`src/inc/etd_pkg.sv`:
```
// What this block does
// - decode insertion code: 00 keep, 01 insert, 10 replace, 11 reserved
// - top control bit picks station address 1 or 0
// - a changed source address forces a recomputed check sequence
// - control field only honoured when the first-segment flag is set
// - low thirteen bits of word 1 give the first buffer byte count
// - zero byte count skips the first buffer
// - word 2 is the first buffer start address
// - word 3 is the next descriptor address
// - low 32 timestamp bits are written back into word 6
// - high 32 timestamp bits are written back into word 7
// - timestamp words valid only with last-segment and stamp-captured flags
package etd_pkg;

  // ----------------------------------------
  // register map
  // ----------------------------------------
  localparam logic [7:0] OFF_WORD0 = 8'h00;
  localparam logic [7:0] OFF_WORD1 = 8'h04;
  localparam logic [7:0] OFF_WORD2 = 8'h08;
  localparam logic [7:0] OFF_WORD3 = 8'h0c;
  localparam logic [7:0] OFF_WORD6 = 8'h18;
  localparam logic [7:0] OFF_WORD7 = 8'h1c;
  localparam logic [7:0] OFF_SA0_LO = 8'h20;
  localparam logic [7:0] OFF_SA0_HI = 8'h24;
  localparam logic [7:0] OFF_SA1_LO = 8'h28;
  localparam logic [7:0] OFF_SA1_HI = 8'h2c;
  localparam logic [7:0] OFF_STATUS = 8'h30;
  localparam logic [31:0] WORD_RST = 32'h0000_0000;

  // ----------------------------------------
  // descriptor fields
  // ----------------------------------------
  localparam int FIRST_SEG_BIT = 28;
  localparam int LAST_SEG_BIT = 29;
  localparam int STAMP_FLAG_BIT = 17;
  localparam int SA_SEL_BIT = 31;
  localparam int SA_MODE_LO = 29;
  localparam int BCNT_W = 13;
  localparam logic [1:0] SOURCE_ADDR_INSERT_CTRL_NONE = 2'h0;
  localparam logic [1:0] SOURCE_ADDR_INSERT_CTRL_INS = 2'h1;
  localparam logic [1:0] SOURCE_ADDR_INSERT_CTRL_REP = 2'h2;
  localparam logic [1:0] SOURCE_ADDR_INSERT_CTRL_RSVD = 2'h3;

  // ----------------------------------------
  // frame editing
  // ----------------------------------------
  localparam logic [3:0] SA_FIRST = 4'h6;
  localparam logic [3:0] SA_END = 4'hc;
  localparam logic [2:0] DLY_FULL = 3'h4;
  localparam logic [1:0] TAIL_LAST = 2'h3;
  localparam logic [31:0] CRC_INIT = 32'hffff_ffff;
  localparam logic [31:0] CRC_POLY = 32'hedb8_8320;

  typedef enum logic [1:0] {SA_KEEP, SA_INSERT, SA_REPLACE} etd_sa_mode_type;
  typedef enum logic {PH_DATA, PH_TAIL} etd_phase_type;

  typedef struct packed {
    etd_sa_mode_type sa_mode;
    logic sa_sel;
    logic [12:0] buf1_count;
    logic buf1_skip;
    logic [31:0] buf1_addr;
    logic [31:0] next_addr;
  } etd_desc_type;

  localparam etd_desc_type DESC_RST = '{sa_mode: SA_KEEP, sa_sel: 1'b0,
    buf1_count: 13'h0000, buf1_skip: 1'b1, buf1_addr: 32'h0, next_addr: 32'h0};

  typedef struct packed {
    logic [7:0] data;
    logic last;
  } etd_beat_type;

endpackage

```
`src/hw/etd_crc32.sv`:
```
`timescale 1ns/100ps
module etd_crc32 (
  input wire logic [31:0] crc_in,
  input wire logic [7:0] data,
  output logic [31:0] crc_out
);

  // reflected ethernet crc, lsb of each byte first
  always_comb begin
    crc_out = crc_in;
    for (int i = 0; i < 8; i++) begin
      if (crc_out[0] ^ data[i]) begin
        crc_out = (crc_out >> 1) ^ etd_pkg::CRC_POLY;
      end else begin
        crc_out = crc_out >> 1;
      end
    end
  end

endmodule // etd_crc32

```
`src/hw/etd_desc_decode.sv`:
```
`timescale 1ns/100ps
module etd_desc_decode (
  input wire logic [31:0] word0,
  input wire logic [31:0] word1,
  input wire logic [31:0] word2,
  input wire logic [31:0] word3,
  output etd_pkg::etd_desc_type desc
);

  always_comb begin
    desc.sa_sel = word1[etd_pkg::SA_SEL_BIT];
    unique case (word1[etd_pkg::SA_MODE_LO +: 2])
      etd_pkg::SOURCE_ADDR_INSERT_CTRL_NONE: desc.sa_mode = etd_pkg::SA_KEEP;
      etd_pkg::SOURCE_ADDR_INSERT_CTRL_INS: desc.sa_mode = etd_pkg::SA_INSERT;
      etd_pkg::SOURCE_ADDR_INSERT_CTRL_REP: desc.sa_mode = etd_pkg::SA_REPLACE;
      etd_pkg::SOURCE_ADDR_INSERT_CTRL_RSVD: desc.sa_mode = etd_pkg::SA_KEEP;
    endcase
    if (!word0[etd_pkg::FIRST_SEG_BIT]) begin
      desc.sa_mode = etd_pkg::SA_KEEP;
    end
    desc.buf1_count = word1[etd_pkg::BCNT_W-1:0];
    desc.buf1_skip = (word1[etd_pkg::BCNT_W-1:0] == 13'h0000);
    desc.buf1_addr = word2;
    desc.next_addr = word3;
  end

endmodule // etd_desc_decode

```
`src/hw/etd_tx_desc.sv`:
```
// Our own choices: the register addresses and the AHB-Lite register port.
`timescale 1ns/100ps
module etd_tx_desc (
  input wire logic ref_clk,
  input wire logic resetn,
  input wire logic hsel,
  input wire logic [31:0] haddr,
  input wire logic [1:0] htrans,
  input wire logic hwrite,
  input wire logic [2:0] hsize,
  input wire logic [31:0] hwdata,
  input wire logic hready,
  output logic [31:0] hrdata,
  output logic hreadyout,
  output logic hresp,
  output etd_pkg::etd_desc_type desc,
  input wire logic stamp_valid,
  input wire logic [63:0] stamp_value,
  input wire logic in_valid,
  input wire etd_pkg::etd_beat_type in_beat,
  output logic in_ready,
  output logic out_valid,
  output etd_pkg::etd_beat_type out_beat,
  input wire logic out_ready
);

  // ----------------------------------------
  // ahb-lite slave
  // ----------------------------------------
  logic a_wr_ff;
  logic rd_wait_ff;
  logic [7:0] addr_ff;
  logic [31:0] rdata_ff;
  logic [31:0] rd_mux;
  logic take;

  // reads cost one wait state so hrdata comes from a flop
  assign hreadyout = !rd_wait_ff;
  assign hresp = 1'b0;
  assign hrdata = rdata_ff;
  assign take = hsel && hready && htrans[1];

  always_ff @(posedge ref_clk or negedge resetn) begin
    if (!resetn) begin
      a_wr_ff <= 1'b0;
      rd_wait_ff <= 1'b0;
      addr_ff <= 8'h00;
    end else begin
      a_wr_ff <= take && hwrite;
      rd_wait_ff <= take && !hwrite;
      if (take) begin
        addr_ff <= haddr[7:0];
      end
    end
  end

  always_ff @(posedge ref_clk or negedge resetn) begin
    if (!resetn) begin
      rdata_ff <= etd_pkg::WORD_RST;
    end else if (rd_wait_ff) begin
      rdata_ff <= rd_mux;
    end
  end

  // ----------------------------------------
  // descriptor words
  // ----------------------------------------
  logic [31:0] word0_ff, word1_ff, word2_ff, word3_ff, word6_ff, word7_ff;
  logic [31:0] sa0_lo_ff, sa0_hi_ff, sa1_lo_ff, sa1_hi_ff;
  logic stamp_take;
  etd_pkg::etd_desc_type nxt_desc;

  // stamp only lands in a descriptor that closes a frame
  assign stamp_take = stamp_valid && word0_ff[etd_pkg::LAST_SEG_BIT];

  // set of the captured flag wins over a software rewrite
  always_ff @(posedge ref_clk or negedge resetn) begin
    if (!resetn) begin
      word0_ff <= etd_pkg::WORD_RST;
    end else begin
      if (a_wr_ff && addr_ff == etd_pkg::OFF_WORD0) begin
        word0_ff <= hwdata;
      end
      if (stamp_take) begin
        word0_ff[etd_pkg::STAMP_FLAG_BIT] <= 1'b1;
      end
    end
  end

  always_ff @(posedge ref_clk or negedge resetn) begin
    if (!resetn) begin
      word1_ff <= etd_pkg::WORD_RST;
      word2_ff <= etd_pkg::WORD_RST;
      word3_ff <= etd_pkg::WORD_RST;
    end else if (a_wr_ff) begin
      if (addr_ff == etd_pkg::OFF_WORD1) begin
        word1_ff <= hwdata;
      end
      if (addr_ff == etd_pkg::OFF_WORD2) begin
        word2_ff <= hwdata;
      end
      if (addr_ff == etd_pkg::OFF_WORD3) begin
        word3_ff <= hwdata;
      end
    end
  end

  always_ff @(posedge ref_clk or negedge resetn) begin
    if (!resetn) begin
      sa0_lo_ff <= etd_pkg::WORD_RST;
      sa0_hi_ff <= etd_pkg::WORD_RST;
      sa1_lo_ff <= etd_pkg::WORD_RST;
      sa1_hi_ff <= etd_pkg::WORD_RST;
    end else if (a_wr_ff) begin
      if (addr_ff == etd_pkg::OFF_SA0_LO) begin
        sa0_lo_ff <= hwdata;
      end
      if (addr_ff == etd_pkg::OFF_SA0_HI) begin
        sa0_hi_ff <= {16'h0000, hwdata[15:0]};
      end
      if (addr_ff == etd_pkg::OFF_SA1_LO) begin
        sa1_lo_ff <= hwdata;
      end
      if (addr_ff == etd_pkg::OFF_SA1_HI) begin
        sa1_hi_ff <= {16'h0000, hwdata[15:0]};
      end
    end
  end

  // words 6 and 7 are written by hardware only
  always_ff @(posedge ref_clk or negedge resetn) begin
    if (!resetn) begin
      word6_ff <= etd_pkg::WORD_RST;
      word7_ff <= etd_pkg::WORD_RST;
    end else if (stamp_take) begin
      word6_ff <= stamp_value[31:0];
      word7_ff <= stamp_value[63:32];
    end
  end

  etd_desc_decode u_decode (
    .word0(word0_ff),
    .word1(word1_ff),
    .word2(word2_ff),
    .word3(word3_ff),
    .desc(nxt_desc)
  );

  always_ff @(posedge ref_clk or negedge resetn) begin
    if (!resetn) begin
      desc <= etd_pkg::DESC_RST;
    end else begin
      desc <= nxt_desc;
    end
  end

  // ----------------------------------------
  // frame editor
  // ----------------------------------------
  etd_pkg::etd_phase_type phase_ff;
  etd_pkg::etd_sa_mode_type mode_ff;
  logic [3:0] pos_ff;
  logic [47:0] sa_ff;
  logic [31:0] dly_ff;
  logic [2:0] dcnt_ff;
  logic [1:0] tcnt_ff;
  logic [31:0] crc_ff;
  logic [31:0] nxt_crc;
  logic [31:0] fcs;
  logic [47:0] sa_sh;
  logic [3:0] sa_idx;
  logic [7:0] e_data;
  logic [7:0] tail_byte;
  logic adv, sa_win, insert_now, replace_now;
  logic e_valid, e_fire, pop, tail_fire;

  assign adv = !out_valid || out_ready;
  assign sa_win = pos_ff >= etd_pkg::SA_FIRST && pos_ff < etd_pkg::SA_END;
  assign insert_now = phase_ff == etd_pkg::PH_DATA && sa_win && mode_ff == etd_pkg::SA_INSERT;
  assign replace_now = sa_win && mode_ff == etd_pkg::SA_REPLACE;
  assign sa_idx = pos_ff - etd_pkg::SA_FIRST;
  assign sa_sh = sa_ff >> {sa_idx[2:0], 3'h0};
  // insertion stalls the source while the six address bytes go out
  assign in_ready = adv && phase_ff == etd_pkg::PH_DATA && !insert_now;
  assign e_valid = phase_ff == etd_pkg::PH_DATA && (insert_now || in_valid);
  assign e_fire = adv && e_valid;
  assign e_data = (insert_now || replace_now) ? sa_sh[7:0] : in_beat.data;
  assign pop = e_fire && dcnt_ff == etd_pkg::DLY_FULL;
  assign tail_fire = adv && phase_ff == etd_pkg::PH_TAIL;
  assign fcs = ~crc_ff;
  // an edited frame drops its held check bytes for fresh ones
  assign tail_byte = (mode_ff != etd_pkg::SA_KEEP) ? fcs[{tcnt_ff, 3'h0} +: 8] : dly_ff[31:24];

  always_ff @(posedge ref_clk or negedge resetn) begin
    if (!resetn) begin
      mode_ff <= etd_pkg::SA_KEEP;
      sa_ff <= 48'h0000_0000_0000;
    end else if (e_fire && pos_ff == 4'h0) begin
      mode_ff <= desc.sa_mode;
      sa_ff <= desc.sa_sel ? {sa1_hi_ff[15:0], sa1_lo_ff} : {sa0_hi_ff[15:0], sa0_lo_ff};
    end
  end

  always_ff @(posedge ref_clk or negedge resetn) begin
    if (!resetn) begin
      phase_ff <= etd_pkg::PH_DATA;
      pos_ff <= 4'h0;
      dcnt_ff <= 3'h0;
      tcnt_ff <= 2'h0;
    end else if (e_fire) begin
      if (pos_ff < etd_pkg::SA_END) begin
        pos_ff <= pos_ff + 4'h1;
      end
      if (dcnt_ff < etd_pkg::DLY_FULL) begin
        dcnt_ff <= dcnt_ff + 3'h1;
      end
      if (in_beat.last && !insert_now) begin
        phase_ff <= etd_pkg::PH_TAIL;
        tcnt_ff <= 2'h0;
      end
    end else if (tail_fire) begin
      tcnt_ff <= tcnt_ff + 2'h1;
      if (tcnt_ff == etd_pkg::TAIL_LAST) begin
        phase_ff <= etd_pkg::PH_DATA;
        pos_ff <= 4'h0;
        dcnt_ff <= 3'h0;
      end
    end
  end

  // four-byte hold keeps the incoming check bytes back until the tail phase
  always_ff @(posedge ref_clk or negedge resetn) begin
    if (!resetn) begin
      dly_ff <= 32'h0000_0000;
    end else if (e_fire) begin
      dly_ff <= {dly_ff[23:0], e_data};
    end else if (tail_fire) begin
      dly_ff <= {dly_ff[23:0], 8'h00};
    end
  end

  etd_crc32 u_crc (
    .crc_in(crc_ff),
    .data(dly_ff[31:24]),
    .crc_out(nxt_crc)
  );

  always_ff @(posedge ref_clk or negedge resetn) begin
    if (!resetn) begin
      crc_ff <= etd_pkg::CRC_INIT;
    end else if (pop) begin
      crc_ff <= nxt_crc;
    end else if (tail_fire && tcnt_ff == etd_pkg::TAIL_LAST) begin
      crc_ff <= etd_pkg::CRC_INIT;
    end
  end

  always_ff @(posedge ref_clk or negedge resetn) begin
    if (!resetn) begin
      out_valid <= 1'b0;
      out_beat <= '{data: 8'h00, last: 1'b0};
    end else if (adv) begin
      out_valid <= pop || tail_fire;
      out_beat.data <= tail_fire ? tail_byte : dly_ff[31:24];
      out_beat.last <= tail_fire && tcnt_ff == etd_pkg::TAIL_LAST;
    end
  end

  // ----------------------------------------
  // read mux
  // ----------------------------------------
  always_comb begin
    unique case (addr_ff)
      etd_pkg::OFF_WORD0: rd_mux = word0_ff;
      etd_pkg::OFF_WORD1: rd_mux = word1_ff;
      etd_pkg::OFF_WORD2: rd_mux = word2_ff;
      etd_pkg::OFF_WORD3: rd_mux = word3_ff;
      etd_pkg::OFF_WORD6: rd_mux = word6_ff;
      etd_pkg::OFF_WORD7: rd_mux = word7_ff;
      etd_pkg::OFF_SA0_LO: rd_mux = sa0_lo_ff;
      etd_pkg::OFF_SA0_HI: rd_mux = sa0_hi_ff;
      etd_pkg::OFF_SA1_LO: rd_mux = sa1_lo_ff;
      etd_pkg::OFF_SA1_HI: rd_mux = sa1_hi_ff;
      etd_pkg::OFF_STATUS: rd_mux = {22'h000000, phase_ff, dcnt_ff, 2'h0, pos_ff};
      default: rd_mux = 32'h0000_0000;
    endcase
  end

  // ----------------------------------------
  // checks
  // ----------------------------------------
  mode_decode_a: assert property (@(posedge ref_clk) disable iff (!resetn)
    desc.sa_mode == etd_pkg::SA_INSERT |-> $past(word0_ff[etd_pkg::FIRST_SEG_BIT]) &&
      $past(word1_ff[etd_pkg::SA_MODE_LO +: 2]) == etd_pkg::SOURCE_ADDR_INSERT_CTRL_INS)
    else $error("insert mode without insert code");
  insert_stall_a: assert property (@(posedge ref_clk) disable iff (!resetn)
    insert_now && adv |-> !in_ready ##1
      dly_ff[7:0] == $past(sa_ff[{pos_ff[2:0] - etd_pkg::SA_FIRST[2:0], 3'h0} +: 8]))
    else $error("address byte not inserted while source held");
  sa_select_a: assert property (@(posedge ref_clk) disable iff (!resetn)
    desc.sa_sel == $past(word1_ff[etd_pkg::SA_SEL_BIT]))
    else $error("station address select wrong");
  fcs_swap_a: assert property (@(posedge ref_clk) disable iff (!resetn)
    tail_fire && mode_ff != etd_pkg::SA_KEEP |=> out_valid && out_beat.data == $past(fcs[{tcnt_ff, 3'h0} +: 8]))
    else $error("check byte not recomputed");
  first_seg_a: assert property (@(posedge ref_clk) disable iff (!resetn)
    !$past(word0_ff[etd_pkg::FIRST_SEG_BIT]) |-> desc.sa_mode == etd_pkg::SA_KEEP)
    else $error("control honoured without first segment");
  byte_count_a: assert property (@(posedge ref_clk) disable iff (!resetn)
    desc.buf1_count == $past(word1_ff[etd_pkg::BCNT_W-1:0]))
    else $error("buffer byte count wrong");
  zero_skip_a: assert property (@(posedge ref_clk) disable iff (!resetn)
    desc.buf1_skip == ($past(word1_ff[etd_pkg::BCNT_W-1:0]) == 13'h0000))
    else $error("zero size skip wrong");
  buf_addr_a: assert property (@(posedge ref_clk) disable iff (!resetn)
    desc.buf1_addr == $past(word2_ff))
    else $error("buffer address wrong");
  next_addr_a: assert property (@(posedge ref_clk) disable iff (!resetn)
    desc.next_addr == $past(word3_ff))
    else $error("next descriptor address wrong");
  stamp_low_a: assert property (@(posedge ref_clk) disable iff (!resetn)
    stamp_valid && word0_ff[etd_pkg::LAST_SEG_BIT] |=> word6_ff == $past(stamp_value[31:0]))
    else $error("stamp low word not written");
  stamp_high_a: assert property (@(posedge ref_clk) disable iff (!resetn)
    stamp_valid && word0_ff[etd_pkg::LAST_SEG_BIT] |=>
      word7_ff == $past(stamp_value[63:32]) && word0_ff[etd_pkg::STAMP_FLAG_BIT])
    else $error("stamp high word or flag not written");
  stamp_gate_a: assert property (@(posedge ref_clk) disable iff (!resetn)
    stamp_valid && !word0_ff[etd_pkg::LAST_SEG_BIT] |=> $stable(word6_ff) && $stable(word7_ff))
    else $error("stamp written without last segment");
  reserved_keep_a: assert property (@(posedge ref_clk) disable iff (!resetn)
    $past(word1_ff[etd_pkg::SA_MODE_LO +: 2]) == etd_pkg::SOURCE_ADDR_INSERT_CTRL_RSVD |-> desc.sa_mode == etd_pkg::SA_KEEP)
    else $error("reserved code edits frame");

endmodule // etd_tx_desc

```
`config.mk`:
```
export PLATFORM = sky130hd
export DESIGN_NAME = etd_tx_desc
export DESIGN_NICKNAME = d
export VERILOG_FILES = /design/src/inc/etd_pkg.sv /design/src/hw/etd_crc32.sv /design/src/hw/etd_desc_decode.sv /design/src/hw/etd_tx_desc.sv
export SDC_FILE = /design/constraint.sdc
export NUM_CORES = 1
export LEC_CHECK = 0
export BUFFER_PORTS_ARGS = -buffer_cell sky130_fd_sc_hd__buf_4
export CAP_MARGIN = 10
export CORE_MARGIN = 2
export CORE_UTILIZATION = 53
export CTS_CLUSTER_SIZE = 14
export DETAILED_ROUTE_END_ITERATION = 7
export GPL_TIMING_DRIVEN = 0
export PLACE_DENSITY = 0.86
export REMOVE_ABC_BUFFERS = 1
export SLEW_MARGIN = 10
export SYNTH_ARGS = -nofsm -noshare
export SYNTH_HDL_FRONTEND = slang
export SYNTH_SLANG_ARGS = --single-unit
```
`constraint.sdc`:
```
create_clock -name ref_clk -period 2.6 [get_ports ref_clk]
set_input_delay 0.13 -clock ref_clk [delete_from_list [all_inputs] [get_ports ref_clk]]
set_output_delay 0.13 -clock ref_clk [all_outputs]
set_load 0.02 [all_outputs]
```
==> impl_metrics.csv <==
group,metric,value,unit
yosys,yosysSeqAreaShare,56.2,%
route,wl,75.2,mm
critical_path,rrSetupSlack,20,ps
route,detail_route.wl_per_cell,27.2,um
layout,fin_nets,2273,
yosys,yosys_register_bits,545,
timing,tightestPinTransition,1070,ps
floorplanning,io_pins,276,
timing,finalClockSkew,14.5,ps
global_route,grt_overflow,0,
timing,post-route-min-period,2580,ps
critical_path,path_max_fanout,13,
critical_path,crit_chain,"or4b_4 -> nor2_4 -> buf_12 -> buf_4 -> a22o_1 -> nor3_1 -> o2bb2ai_1",
cts,clockBufferDepth,3,
cts,htree_levels,2,
layout,fillers,2909,
floorplanning,die_h,218,um
floorplanning,die_area,47700,sq um
floorplanning,num_rows,78,
layout,fin_cells,2763,
place,hpwlAfterDp,44.9,mm
route,first_pass_iters,5,
route,ant_nets,0,
yosys,synth_edf_count,0,
cts,cts_root_buf,"clkbuf_16",
layout,regArea,13700,sq um
yosys,ys.flop_type,"dfrtp_1",
route,vias_per_cell,6.32,
min_path,hp-start,"in_valid",
cts,cts_buffers,54,
timing,finalSetupTns,0,ps
critical_path,crit_type,"reg -> reg",
yosys,synth_top_cell_area_share,52.6,%
cts,clock_sinks,545,
floorplanning,core_region_area,45400,sq um
cts,cts_tree,"done",
timing,maxSlewViolCount,0,
critical_path,critPathTopFamily,"simple AND/OR/NAND/NOR gates",
yosys,yosys.area.top_type,"dfrtp_1",
route,route.detailed.drc,0,
floorplanning,start_util,53.7,%
global_route,grt_max_degree,121,
yosys,syn_avg_cell_area,13.9,sq um
critical_path,cp_num_buf_inv,2,
critical_path,slowest_stage,"or4b_4",
pwr,vdd_drop_max,1.07,mV
global_route,grt_pass1_vias,18300,
timing,fin_crit_sh,99.1,%
run,cap_violations,0,
critical_path,crit_path_end_kind,"register",
timing,max_freq,388,MHz
yosys,synth-async-reset-ratio,100,%
critical_path,cp.required,3110,ps
cts,clk_pin_slew_worst_paths,70,ps
layout,syn_to_final_growth,25.2,%
yosys,synthCells,1747,
layout,drive_gt1_share,43.2,%
yosys,synth_most_common_cell,"dfrtp_1",
global_route,antenna_found_initial,4,
layout,multi_input_area,10400,sq um
cts,insertion_delay,610,ps
yosys,synth_area_leaders,"dfrtp_1, mux2_2, mux2i_1",
yosys,synth_commonest_cells,"dfrtp_1, mux2_2, mux2i_1, nor2_1, buf_2",
timing,finalHoldViolCount,0,
global_route,grt_pass1_wl,112,mm
timing,setup_viol,0,
global_route,track_usage,31.4,%
yosys,yosys_warnings,0,
route,drt_iter0_markers,1876,
pwr,power,29300,uW
yosys,synth_area,24400,sq um
pwr,p_leak,0.0134,uW
yosys,ys_types,76,
place,port_buffers,246,
place,gp_congestion,0.855,
critical_path,r2r_start,"addr_ff[1]",
pwr,power_density,962,nW/um^2
critical_path,cpPeakStageDelay,740,ps
route,vias,17500,
floorplanning,die_x,218,um
place,placed_cells,2513,
run_status,status,"finished clean",
timing,slew_headroom,27.9,%
critical_path,start_kind,"register",
critical_path,crit_path_start,"addr_ff[1]",
critical_path,cp_data_arrival_time,3090,ps
min_path,hp-class,"in -> reg",
==> kinds of logic after synthesis <==
kind of cell,synth area share [%]
adders and majority gates,0.360
buffers and inverters,2.45
and+or+nand+nor,4.92
muxes,26.2
AOI/OAI and AO/OA,6.57
DFF,56.2
other,0.0154
xor gates and xnor gates,3.31
==> report_power, final <==
group	internal, uW	switching, uW
combinational	4910	4830
clock	4610	3390
sequential	10100	1470
total	19600	9700
==> stage by stage <==
stage / cell area [sq um] / utilization [%] / hold WS (ps) / worst slack (ps)
after CTS: 30300 / 66.8 / 2.39 / -78.9
final: 30500 / 67.2 / 32.9 / 24.7
after floorplan: 23800 / - / -166 / -2270
after global routing: 30500 / 67.2 / 50.1 / -11.3
after detailed placement: 27000 / 59.5 / -83.2 / -1560
after global placement: 26400 / 58.2 / 294 / -6840
==> layout by cell type (no fill, tap or decap), drive strengths merged, types with 31 or more instances in the layout <==
cell	n
xnor2	43
mux2i	95
dlygate4sd3	117
clkbuf	83
nand3	31
dfrtp	512
o2bb2ai	44
a22oi	43
nor2	73
dfstp	33
buf	300
nand2	41
mux2	440
==> layout make-up <==
type	count	area share (%)
clock inverters	17	0.579
diodes	3	0.0246
flip-flops and latches	545	45.0
well taps	600	2.46
clock buffers	83	5.35
repair inverters	1	0.0164
multi-input cells	1080	34.0
repair buffers	417	12.4
inverters	17	0.222
==> state kept, by name, indices dropped and copies added (netlist names), 32 cells and up <==
signal	flops
sa1_lo_ff	32
word6_ff	32
sa0_lo_ff	32
sa_ff	48
word7_ff	32
word0_ff	32
dly_ff	32
word1_ff	32
hrdata	32
word3_ff	32
word2_ff	32
desc	81
crc_ff	32
==> path summary, 6_finish.rpt <==
check	end	cells past startpoint
worst max-delay path	hrdata[15]	7
max in group asynchronous	word7_ff[17]	6
worst min-delay path	tcnt_ff[1]	4
worst max register to register	hrdata[15]	7
min in group asynchronous	desc[36]	3
worst min register to register	desc[13]	0
==> timing repair <==
| item | CTS | global route |
|---|---|---|
| cloned | 3 | 1 |
| endpoints found under the hold margin | 423 | 0 |
| setup buffers | 16 | 10 |
| hold buffers | 117 | 0 |
| endpoints found under the setup margin | 379 | 142 |
| pin swaps | 6 | 4 |
| gates resized for setup | 41 | 4 |
==> worst register-to-register path: stages (launching register included) <==
cell and delay, ps:
dfrtp_1 670, or4b_4 750, nor2_4 140, buf_12 140
buf_4 260, a22o_1 220, nor3_1 70, o2bb2ai_1 220
==> layer usage <==
| layer | vias up | wire length (um) | track usage, % |
|---|---|---|---|
| li1 | 7146 | - | - |
| met1 | 8869 | 27900 | 39.7 |
| met2 | 1087 | 35300 | 49.6 |
| met3 | 346 | 7160 | 7.42 |
| met4 | 2 | 4870 | 18.3 |
| met5 | - | 13 | 0 |
No activity file was read; power rests on OpenSTA's default activity.
